`src/verilog/fcl_pkg.sv`:
```
/*
 * Shared constants and types of the filter configuration loader: command codes,
 * serial opcodes, timing counts, parser and master states, the word that goes
 * to the filter core, and the loader's complete state.
 * Assumes a 25 MHz core clock; every timing count below is derived from that rate.
 */
package fcl_pkg;
    // Core clock and the times derived from it
    localparam int CLK_KHZ = 25000;
    localparam int READY_PULSE_NS = 1000;
    localparam logic [4:0] READY_CYCLES = 5'(READY_PULSE_NS * CLK_KHZ / 1000000);
    localparam int PROM_SCK_KHZ = 1024;
    // Half period rounds up, so the prom clock never runs faster than nominal
    localparam logic [3:0] PROM_HALF_CYCLES =
        4'((CLK_KHZ + 2 * PROM_SCK_KHZ - 1) / (2 * PROM_SCK_KHZ));
    localparam int SAMPLE_US_DEFAULT = 2000;

    // Configuration command codes
    localparam logic [7:0] CMD_REG = 8'h01;
    localparam logic [7:0] CMD_FIR = 8'h02;
    localparam logic [7:0] CMD_IIR = 8'h03;
    localparam logic [7:0] CMD_SEL = 8'h04;
    localparam logic [7:0] CMD_PAT = 8'h05;
    localparam logic [7:0] CMD_PAT_ROM = 8'h06;
    localparam logic [7:0] CMD_START = 8'h07;
    localparam logic [10:0] IIR_WORDS = 11'h008;
    localparam logic [23:0] COEF_PRESET = 24'h002200;

    // Serial framing
    localparam logic [7:0] PROM_READ_OP = 8'h03;
    localparam logic [15:0] PROM_FIRST_ADDR = 16'h0010;
    localparam logic [7:0] HOST_WRITE_OP = 8'h02;
    localparam logic [7:0] HOST_READ_OP = 8'h03;
    localparam logic [7:0] HOST_STATUS_ADDR = 8'h01;
    localparam logic [5:0] HDR_BITS = 6'h18;
    localparam logic [5:0] HDR_LAST_DATA_BIT = 6'h1f;

    localparam int FIFO_DEPTH = 16;

    typedef enum logic [3:0] {
        P_CMD = 4'b0000, P_REG_ADDR = 4'b0001, P_REG_DATA = 4'b0010,
        P_CNT_A = 4'b0011, P_CNT_B = 4'b0100, P_FIR = 4'b0101, P_IIR = 4'b0110,
        P_SEL = 4'b0111, P_PAT_CNT = 4'b1000, P_PAT = 4'b1001, P_DONE = 4'b1010
    } fcl_parse_t;

    typedef enum logic [1:0] {
        M_IDLE = 2'b00, M_RUN = 2'b01, M_DONE = 2'b10
    } fcl_master_t;

    typedef enum logic [3:0] {
        T_REG_ADDR = 4'b0000, T_REG_DATA = 4'b0001, T_COEF_A = 4'b0010,
        T_COEF_B = 4'b0011, T_IIR = 4'b0100, T_SEL = 4'b0101, T_PAT = 4'b0110,
        T_PAT_ROM = 4'b0111, T_START = 4'b1000
    } fcl_tag_t;

    typedef struct packed {
        fcl_tag_t tag;
        logic [23:0] data;
    } fcl_word_t;

    typedef struct packed {
        logic [1:0] bootSync;
        logic [1:0] misoSync;
        logic [1:0] mosiSync;
        logic [2:0] sckSync;
        logic [2:0] selSync;
        logic [1:0] bootWait;
        logic bootFromProm;
        fcl_parse_t ps;
        logic [23:0] acc;
        logic [1:0] byteIdx;
        logic [10:0] leftA;
        logic [10:0] leftB;
        logic pend;
        fcl_word_t pendWord;
        logic [23:0] coefSel;
        logic builtInPattern;
        logic running;
        logic [19:0] sampleCnt;
        logic firstSample;
        fcl_master_t ms;
        logic [3:0] div;
        logic sck;
        logic [5:0] bitCnt;
        logic [31:0] txSh;
        logic [7:0] rxSh;
        logic [7:0] sRx;
        logic [2:0] sBit;
        logic [1:0] sByte;
        logic [7:0] sOp;
        logic [7:0] sAddr;
        logic [7:0] sTx;
        logic armed;
        logic [4:0] pulse;
    } fcl_state_t;
endpackage

```
`src/verilog/fcl_loader.sv`:
```
/*
 * Configuration loader of the decimation filter, plus its output word FIFO.
 * Assumes one 25 MHz clock with synchronous active-low reset; all serial pins
 * come from outside and are resynchronised; two-way pins are split into out and
 * an active-low output enable, and the wire is resolved outside this file.
 */
`timescale 1ns/1ps

module fcl_fifo #(
    parameter int WIDTH = 28,
    parameter int DEPTH = 16
) (
    input wire logic clk,
    input wire logic rst_b,
    input wire logic inValid,
    output logic inReady,
    input wire logic [WIDTH-1:0] inData,
    output logic outValid,
    input wire logic outReady,
    output logic [WIDTH-1:0] outData
);
    localparam int AW = $clog2(DEPTH);
    typedef struct packed {
        logic [DEPTH-1:0][WIDTH-1:0] mem;
        logic [AW-1:0] rd;
        logic [AW-1:0] wr;
        logic [AW:0] count;
    } fcl_fifo_state_t;
    fcl_fifo_state_t s, next_s;
    logic doPush, doPop;

    // Full and empty come straight from the fill count
    assign inReady = (s.count != (AW + 1)'(DEPTH));
    assign outValid = (s.count != '0);
    assign outData = s.mem[s.rd];
    assign doPush = inValid && inReady;
    assign doPop = outValid && outReady;

    always_comb begin
        next_s = s;
        if (doPush) begin
            next_s.mem[s.wr] = inData;
            next_s.wr = s.wr + 1'b1;
        end
        if (doPop) begin
            next_s.rd = s.rd + 1'b1;
        end
        next_s.count = s.count + (AW + 1)'(doPush) - (AW + 1)'(doPop);
    end

    always_ff @(posedge clk) begin
        if (!rst_b) begin
            s <= '0;
        end else begin
            s <= next_s;
        end
    end
endmodule

// Operation
// - Command 01 takes a register word then a value, writes value to it.
// - Command 02 takes two stage counts, then that many concatenated coefficients.
// - Command 03 takes exactly eight recursive filter coefficient words in order.
// - Command 04 takes one selector word choosing on-chip coefficient sets.
// - Command 05 takes a count, then that many test pattern words.
// - Command 06 picks the built-in test pattern, no data words.
// - Command 07 starts filtering; first sample one sample period later.
// - List commands accept a variable number of words after their counts.
// - Strap low after reset: accept commands from an external controller.
// - Controller boot uses only select, clock, data and ready pins.
// - Incoming data changes on falling clock, sampled on rising clock.
// - Read data shifts out on falling edges, open drain only.
// - One active-low 1 us ready pulse when ready for next transaction; the code pulses only after write frames, not after reads.
// - Host transaction: 8-bit opcode, 8-bit address, then 24-bit words.
// - Strap high after reset: act as master and read the serial prom.
// - Prom boot reads from location 10 onward until the start command.
// - Each prom fetch sends read opcode 03, a 16-bit address, then data.
// - Serial pins float whenever the port is inactive.
module fcl_loader
    import fcl_pkg::*;
#(
    parameter int SAMPLE_US = fcl_pkg::SAMPLE_US_DEFAULT
) (
    input wire logic clk,
    input wire logic rst_b,
    input wire logic bootStrap,
    input wire logic host_select_n,
    input wire logic cfgSerialClockIn,
    output logic cfgSerialClockOut,
    output logic cfgSerialClockOe_b,
    output logic prom_select_n,
    output logic promSelectOe_b,
    input wire logic mosiIn,
    output logic mosiOut,
    output logic mosiOe_b,
    input wire logic misoIn,
    output logic misoOut,
    output logic misoOe_b,
    output logic ready_pulse_n,
    output logic cfgValid,
    input wire logic cfgReady,
    output fcl_pkg::fcl_word_t cfgWord,
    output logic [23:0] coef_source_select,
    output logic presetSelected,
    output logic builtInPattern,
    output logic filterRunning,
    output logic firstSampleDue
);
    import fcl_pkg::*;

    localparam logic [19:0] SAMPLE_CYCLES = 20'(SAMPLE_US * (CLK_KHZ / 1000));

    fcl_state_t s, next_s;
    logic pushReady;
    logic wordDone;
    logic [23:0] wordVal;
    logic inValid;
    logic [7:0] inByte;
    logic bootKnown, hostMode, selActive, sckRise, sckFall, busy, misoDrive;

    // Synchronised pin views; only second and third stages are looked at
    assign bootKnown = (s.bootWait == 2'h3);
    assign hostMode = bootKnown && !s.bootFromProm;
    assign selActive = hostMode && !s.selSync[1];
    assign sckRise = s.sckSync[1] && !s.sckSync[2];
    assign sckFall = !s.sckSync[1] && s.sckSync[2];
    assign busy = s.armed || s.pend;

    // Master pins drive only while a prom read runs, else they float
    assign cfgSerialClockOut = s.sck;
    assign cfgSerialClockOe_b = (s.ms != M_RUN);
    assign prom_select_n = (s.ms != M_RUN);
    assign promSelectOe_b = (s.ms != M_RUN);
    assign mosiOut = s.txSh[31];
    assign mosiOe_b = (s.ms != M_RUN);
    // Open drain: only ever pulls low, during any read's data bytes
    assign misoDrive = selActive && (s.sOp == HOST_READ_OP) && (s.sByte == 2'h2) && !s.sTx[7];
    assign misoOut = 1'b0;
    assign misoOe_b = !misoDrive;
    assign ready_pulse_n = (s.pulse == 5'h00);
    assign coef_source_select = s.coefSel;
    assign presetSelected = (s.coefSel == COEF_PRESET);
    assign builtInPattern = s.builtInPattern;
    assign filterRunning = s.running;
    assign firstSampleDue = s.firstSample;

    // Parsed words wait here until the filter core drains them
    fcl_fifo #(.WIDTH($bits(fcl_word_t)), .DEPTH(FIFO_DEPTH)) wordFifo (
        .clk(clk),
        .rst_b(rst_b),
        .inValid(s.pend),
        .inReady(pushReady),
        .inData(s.pendWord),
        .outValid(cfgValid),
        .outReady(cfgReady),
        .outData(cfgWord)
    );

    always_comb begin
        next_s = s;
        inValid = 1'b0;
        inByte = 8'h00;
        wordDone = 1'b0;
        wordVal = {s.acc[15:0], 8'h00};
        next_s.bootSync = {s.bootSync[0], bootStrap};
        next_s.misoSync = {s.misoSync[0], misoIn};
        next_s.mosiSync = {s.mosiSync[0], mosiIn};
        next_s.sckSync = {s.sckSync[1:0], cfgSerialClockIn};
        next_s.selSync = {s.selSync[1:0], host_select_n};
        next_s.firstSample = 1'b0;

        // Strap is caught once the synchroniser has filled after reset
        if (!bootKnown) begin
            next_s.bootWait = s.bootWait + 2'h1;
        end
        if (s.bootWait == 2'h2) begin
            next_s.bootFromProm = s.bootSync[1];
        end

        if (s.pend && pushReady) begin
            next_s.pend = 1'b0;
        end

        // Prom master: mode 0, clock held low while a word waits for room
        unique case (s.ms)
            M_IDLE: begin
                if (bootKnown && s.bootFromProm) begin
                    next_s.ms = M_RUN;
                    next_s.txSh = {PROM_READ_OP, PROM_FIRST_ADDR, 8'h00};
                    next_s.bitCnt = 6'h00;
                    next_s.div = 4'h0;
                end
            end
            M_RUN: begin
                next_s.div = s.div + 4'h1;
                if (s.div == PROM_HALF_CYCLES - 4'h1) begin
                    next_s.div = 4'h0;
                    if (!s.sck) begin
                        if (s.ps == P_DONE) begin
                            next_s.ms = M_DONE;
                        end else if (s.bitCnt >= HDR_BITS && s.pend) begin
                            next_s.div = s.div;
                        end else begin
                            next_s.sck = 1'b1;
                            next_s.rxSh = {s.rxSh[6:0], s.misoSync[1]};
                        end
                    end else begin
                        next_s.sck = 1'b0;
                        next_s.txSh = {s.txSh[30:0], 1'b0};
                        next_s.bitCnt = (s.bitCnt == HDR_LAST_DATA_BIT) ? HDR_BITS :
                            s.bitCnt + 6'h01;
                        if (s.bitCnt >= HDR_BITS && s.bitCnt[2:0] == 3'h7) begin
                            inValid = 1'b1;
                            inByte = s.rxSh;
                        end
                    end
                end
            end
            M_DONE: begin
                next_s.sck = 1'b0;
            end
            default: begin
                next_s.ms = M_IDLE;
            end
        endcase

        // Host slave: opcode, address, then data bytes; select high resets framing
        if (hostMode) begin
            // Ready pulse once the last write is fully taken in; a frame end below wins
            if (s.armed && !s.pend && s.pulse == 5'h00) begin
                next_s.armed = 1'b0;
                next_s.pulse = READY_CYCLES;
            end
            if (!selActive) begin
                next_s.sBit = 3'h0;
                next_s.sByte = 2'h0;
                if (s.selSync[1] && !s.selSync[2] && s.sOp == HOST_WRITE_OP) begin
                    next_s.armed = 1'b1;
                end
            end else if (sckRise) begin
                next_s.sRx = {s.sRx[6:0], s.mosiSync[1]};
                next_s.sBit = s.sBit + 3'h1;
                if (s.sBit == 3'h7) begin
                    next_s.sByte = s.sByte + {1'b0, s.sByte != 2'h2};
                    unique case (s.sByte)
                        2'h0: next_s.sOp = {s.sRx[6:0], s.mosiSync[1]};
                        2'h1: begin
                            next_s.sAddr = {s.sRx[6:0], s.mosiSync[1]};
                            next_s.sTx = ({s.sRx[6:0], s.mosiSync[1]} == HOST_STATUS_ADDR) ?
                                {7'h00, busy} : 8'h00;
                        end
                        default: begin
                            if (s.sOp == HOST_WRITE_OP) begin
                                inValid = 1'b1;
                                inByte = {s.sRx[6:0], s.mosiSync[1]};
                            end
                        end
                    endcase
                end
            end else if (sckFall && s.sBit != 3'h0) begin
                next_s.sTx = {s.sTx[6:0], 1'b0};
            end
        end
        if (s.pulse != 5'h00) begin
            next_s.pulse = s.pulse - 5'h01;
        end

        // Word assembly: prom commands are one byte, host commands a full word
        if (inValid && !s.pend) begin
            next_s.acc = {s.acc[15:0], inByte};
            wordVal = {s.acc[15:0], inByte};
            next_s.byteIdx = s.byteIdx + 2'h1;
            if ((s.ps == P_CMD && s.bootFromProm) || s.byteIdx == 2'h2) begin
                next_s.byteIdx = 2'h0;
                wordDone = 1'b1;
            end
        end

        if (wordDone) begin
            unique case (s.ps)
                P_CMD: begin
                    unique case (wordVal[7:0])
                        CMD_REG: next_s.ps = P_REG_ADDR;
                        CMD_FIR: next_s.ps = P_CNT_A;
                        CMD_IIR: begin
                            next_s.ps = P_IIR;
                            next_s.leftA = IIR_WORDS;
                        end
                        CMD_SEL: next_s.ps = P_SEL;
                        CMD_PAT: next_s.ps = P_PAT_CNT;
                        CMD_PAT_ROM: begin
                            next_s.builtInPattern = 1'b1;
                            next_s.pend = 1'b1;
                            next_s.pendWord = '{T_PAT_ROM, wordVal};
                        end
                        CMD_START: begin
                            next_s.ps = P_DONE;
                            next_s.running = 1'b1;
                            next_s.sampleCnt = SAMPLE_CYCLES;
                            next_s.pend = 1'b1;
                            next_s.pendWord = '{T_START, wordVal};
                        end
                        default: next_s.ps = P_CMD;
                    endcase
                end
                P_REG_ADDR: begin
                    next_s.ps = P_REG_DATA;
                    next_s.pend = 1'b1;
                    next_s.pendWord = '{T_REG_ADDR, wordVal};
                end
                P_REG_DATA: begin
                    next_s.ps = P_CMD;
                    next_s.pend = 1'b1;
                    next_s.pendWord = '{T_REG_DATA, wordVal};
                end
                P_CNT_A: begin
                    next_s.leftA = wordVal[10:0];
                    next_s.ps = P_CNT_B;
                end
                P_CNT_B: begin
                    next_s.leftB = wordVal[10:0];
                    next_s.ps = (s.leftA == 11'h000 && wordVal[10:0] == 11'h000) ? P_CMD : P_FIR;
                end
                P_FIR: begin
                    next_s.pend = 1'b1;
                    if (s.leftA != 11'h000) begin
                        next_s.leftA = s.leftA - 11'h001;
                        next_s.pendWord = '{T_COEF_A, wordVal};
                    end else begin
                        next_s.leftB = s.leftB - 11'h001;
                        next_s.pendWord = '{T_COEF_B, wordVal};
                    end
                    if (s.leftA + s.leftB == 11'h001) begin
                        next_s.ps = P_CMD;
                    end
                end
                P_IIR: begin
                    next_s.pend = 1'b1;
                    next_s.pendWord = '{T_IIR, wordVal};
                    next_s.leftA = s.leftA - 11'h001;
                    if (s.leftA == 11'h001) begin
                        next_s.ps = P_CMD;
                    end
                end
                P_SEL: begin
                    next_s.coefSel = wordVal;
                    next_s.pend = 1'b1;
                    next_s.pendWord = '{T_SEL, wordVal};
                    next_s.ps = P_CMD;
                end
                P_PAT_CNT: begin
                    next_s.leftA = wordVal[10:0];
                    next_s.builtInPattern = 1'b0;
                    next_s.ps = (wordVal[10:0] == 11'h000) ? P_CMD : P_PAT;
                end
                P_PAT: begin
                    next_s.pend = 1'b1;
                    next_s.pendWord = '{T_PAT, wordVal};
                    next_s.leftA = s.leftA - 11'h001;
                    if (s.leftA == 11'h001) begin
                        next_s.ps = P_CMD;
                    end
                end
                P_DONE: next_s.ps = P_DONE;
                default: next_s.ps = P_CMD;
            endcase
        end

        // First sample falls due one full sample period after start
        if (s.running && s.sampleCnt != 20'h00000) begin
            next_s.sampleCnt = s.sampleCnt - 20'h00001;
            if (s.sampleCnt == 20'h00001) begin
                next_s.firstSample = 1'b1;
            end
        end
    end

    always_ff @(posedge clk) begin
        if (!rst_b) begin
            s <= '0;
        end else begin
            s <= next_s;
        end
    end
endmodule

```
`config.mk`:
```
export PLATFORM = sky130hd
export DESIGN_NAME = fcl_loader
export DESIGN_NICKNAME = d
export VERILOG_FILES = /design/src/verilog/fcl_pkg.sv /design/src/verilog/fcl_loader.sv
export SDC_FILE = /design/constraint.sdc
export NUM_CORES = 2
export LEC_CHECK = 0
export ABC_AREA = 1
export BUFFER_PORTS_ARGS = -buffer_cell sky130_fd_sc_hd__buf_2
export CAP_MARGIN = 20
export CORE_ASPECT_RATIO = 0.8
export CORE_MARGIN = 2
export CORE_UTILIZATION = 35
export DETAILED_ROUTE_END_ITERATION = 8
export PLACE_DENSITY = 0.6
export SYNTH_ARGS = -nofsm -noshare
export SYNTH_HDL_FRONTEND = slang
export SYNTH_SLANG_ARGS = --single-unit
```
`constraint.sdc`:
```
create_clock -name clk -period 2.4 [get_ports clk]
set_input_delay 0 -clock clk [delete_from_list [all_inputs] [get_ports clk]]
set_output_delay 0 -clock clk [all_outputs]
set_load 0.1 [all_outputs]
```
==> results.sh <==
export IMPL_place_congestion=0.881
export IMPL_rows=97
export IMPL_path_class="flop to flop"
export IMPL_p_per_area_mw_per_mm2=796
export IMPL_yosysUniqueCellTypes=54
export IMPL_synth_seq_cells=682
export IMPL_async_flop_share_pct=0
export IMPL_dp_final_hpwl_um=54900
export IMPL_fin_area_mm2=0.0378
export IMPL_fmax_mhz=394
export IMPL_fin_ws_ns=-0.137
export IMPL_violations="negative setup slack"
export IMPL_slowest_delay_ns=0.35
export IMPL_grt_pass1_wl_um=146000
export IMPL_path_cells="ha_4 -> ha_4 -> nand3_4 -> nor2_8 -> nand3_4 -> a21oi_4 -> buf_4 -> buf_6 -> o21ai_1 -> nand2_1 -> nor2_4 -> nand2_2 -> a21oi_4 -> buf_12 -> buf_4 -> nand2_8 -> nand2_1 -> a21oi_1"
export IMPL_ctsHtreeMaxLevel=3
export IMPL_avgSynthCellArea_um2=7.15
export IMPL_fp_dieH_um=271
export IMPL_rsz0062_at_grt="yes"
export IMPL_outcome="complete, but fails checks"
export IMPL_crit_family="simple AND/OR/NAND/NOR gates"
export IMPL_layout_drive_gt1_share_pct=15.4
export IMPL_portBuffers=72
export IMPL_endpoint_kind="flop"
export IMPL_start_util_pct=35.4
export IMPL_via_count=28412
export IMPL_first_pass_iters=5
export IMPL_syn_inst=4344
export IMPL_cts_buffers_inserted=74
export IMPL_drt_total_wl_um=93500
export IMPL_p_total_uw=30100
export IMPL_fin_crit_sh_pct=106
export IMPL_path_buf_inv=4
export IMPL_wl_per_cell_um=16.5
export IMPL_finalHoldViolations=0
export IMPL_area_delta_synth_final_pct=21.8
export IMPL_clk_latency_ns=0.64
export IMPL_die_x_um=337
export IMPL_synthFlopType="dfxtp_1"
export IMPL_drv_cap=0
export IMPL_syn_num_nets=4396
export IMPL_core_mm2=0.0877
export IMPL_drv_slew=0
export IMPL_preCtsSetupSlack_ns=-0.321
export IMPL_vdd_ir_drop_max_mv=0.526
export IMPL_die_area_mm2=0.0912
export IMPL_clk_path_buf_depth=3
export IMPL_syn_area_mm2=0.0311
export IMPL_path_max_fanout=13
export IMPL_cts_root_buf="clkbuf_16"
export IMPL_grt_usage_pct=19.8
export IMPL_drt_iter0_drc=2219
export IMPL_p_leak_uw=0.0139
export IMPL_synth_edf_count=0
export IMPL_cts_tree="done"
export IMPL_skew_ns=0.0254
export IMPL_period_needed_ns=2.54
export IMPL_place_area_mm2=0.0337
export IMPL_setup_viol=51
export IMPL_n_antenna_cell=0
export IMPL_slew_headroom_pct=35.7
export IMPL_hold_class="primary input to flop"
export IMPL_path_clk_slew_ns=0.06
export IMPL_cp_slowest_cell="dfxtp_2"
export IMPL_grt_antenna_before_repair=0
export IMPL_worst_pin_slew_ns=0.965
export IMPL_cts_sinks=682
export IMPL_critPathArrivalTime_ns=3.09
export IMPL_top_level_ports=74
export IMPL_grt_pass1_vias=26002
export IMPL_via_per_inst=5.02
export IMPL_postRouteAntennaNets=0
export IMPL_ys_warn_count=0
export IMPL_critPathLaunchType="flop"
export IMPL_drc=0
export IMPL_grt_max_degree=209
export IMPL_required_ns=2.95
export IMPL_grt_ovfl_total=0
export IMPL_final_nets=4460
export IMPL_ys_seq_area_share_pct=43.9
Yosys cell counts, drive strengths merged (2+ instances only):
master	number	area, µm²
o22ai	7	43.8
a22oi	2	15.0
or2	12	75.1
o32ai	3	26.3
xnor2	8	70.1
o21ai	805	4030
clkinv	6	22.5
dfxtp	682	13700
nor4	12	75.1
xor2	10	87.6
nand4	63	394
a21oi	855	4310
a31oi	12	75.1
nor3b	2	15.0
a211oi	9	67.6
inv	638	2390
a221oi	2	17.5
buf	51	330
clkbuf	304	1140
fa	2	40.0
nor2	198	822
o211ai	3	22.5
nand3	254	1330
nand2	321	1210
ha	42	526
nor3	19	95.1
nand3b	6	45.0
o2111ai	2	17.5
cells in the final DEF, fill, tap and decap left out, types with 27 or more instances in the layout:
| cell type | instances |
|---|---|
| buf_12 | 42 |
| o21ai_1 | 28 |
| a21oi_1 | 828 |
| nand2_1 | 275 |
| buf_2 | 44 |
| nand4_1 | 63 |
| inv_1 | 603 |
| nand3_1 | 219 |
| o21ai_0 | 771 |
| clkbuf_16 | 84 |
| ha_1 | 30 |
| buf_6 | 39 |
| nand2_2 | 40 |
| dfxtp_1 | 667 |
| nor2_1 | 165 |
| buf_4 | 185 |
| inv_2 | 27 |
power by group:
part | total, µW | leakage [µW] | internal, µW | switching [µW]
sequential | 11500 | 0.00550 | 11400 | 99.0
clock | 11700 | 0.00122 | 6780 | 4890
combinational | 6940 | 0.00715 | 2160 | 4780
worst min-delay path, delay by kind of cell:
family,cells,cell delay (ns)
simple gates,1,0.05
buf+inv,3,0.66
area by class of cell:
cell class | instances | area, µm²
clock buffers | 107 | 2170
clock inverters | 28 | 303
fillers | 8890 | 49900
inverters | 644 | 2460
multi-input cells | 2667 | 14400
flip-flops and latches | 682 | 13700
well taps | 1188 | 1490
repair buffers | 339 | 3380
sequential cells by signal (all words and copies together), names as in the netlist:
register,cells
wordFifo.s,461
s,185
coef_source_select,24
next_s,7
builtInPattern,1
cfgSerialClockOut,1
filterRunning,1
firstSampleDue,1
mosiOut,1
layer usage:
layer	GRT usage (%)	part of all wire [%]	vias to the layer above
met1	29.3	50	13148
met5	0	0	-
met2	30.1	43	585
met3	2.54	4.6	121
met4	5.00	2.1	0
li1	-	-	14558
kinds of logic after synthesis:
logic type                 count (synthesis)  share of synthesized area, %
xor gates and xnor gates                  18                         0.507
adders and majority gates                 44                          1.82
buffers and inverters                    999                          12.5
other                                      1                        0.0121
DFF                                      682                          43.9
AOI/OAI and AO/OA                       1711                          28.1
and+or+nand+nor                          889                          13.1
stage by stage:
stage	hold WS [ns]	utilization [%]	setup TNS [ns]	std cells
finish	0.120	43.1	-4.32	5655
global route	0.108	43.1	-14.78	5655
CTS	0.0961	42.0	-1.67	5628
detailed placement	0.191	38.4	-13.86	5457
global placement	0.192	38.4	-7.32	5457
floorplan	0.0976	-	-3.61	4344
final timing paths:
kind / to / slack [ns] / cells past startpoint / start
setup / recovery: s[169] / -0.14 / 18 / s[33]
setup reg to reg: s[169] / -0.14 / 18 / s[33]
hold / removal: next_s[236] / 0.12 / 4 / misoIn
hold reg to reg: next_s[232] / 0.42 / 2 / next_s[231]
what timing repair did:
| action | CTS | global route |
|---|---|---|
| hold buffers | 11 | 0 |
| cloned | 5 | 7 |
| hold endpoints to repair | 50 | 0 |
| buffers inserted | 20 | 20 |
| setup endpoints to repair | 122 | 172 |
| gates resized for setup | 94 | 200 |
| pin swaps | 21 | 29 |
(Power assumes the default switching activity.)
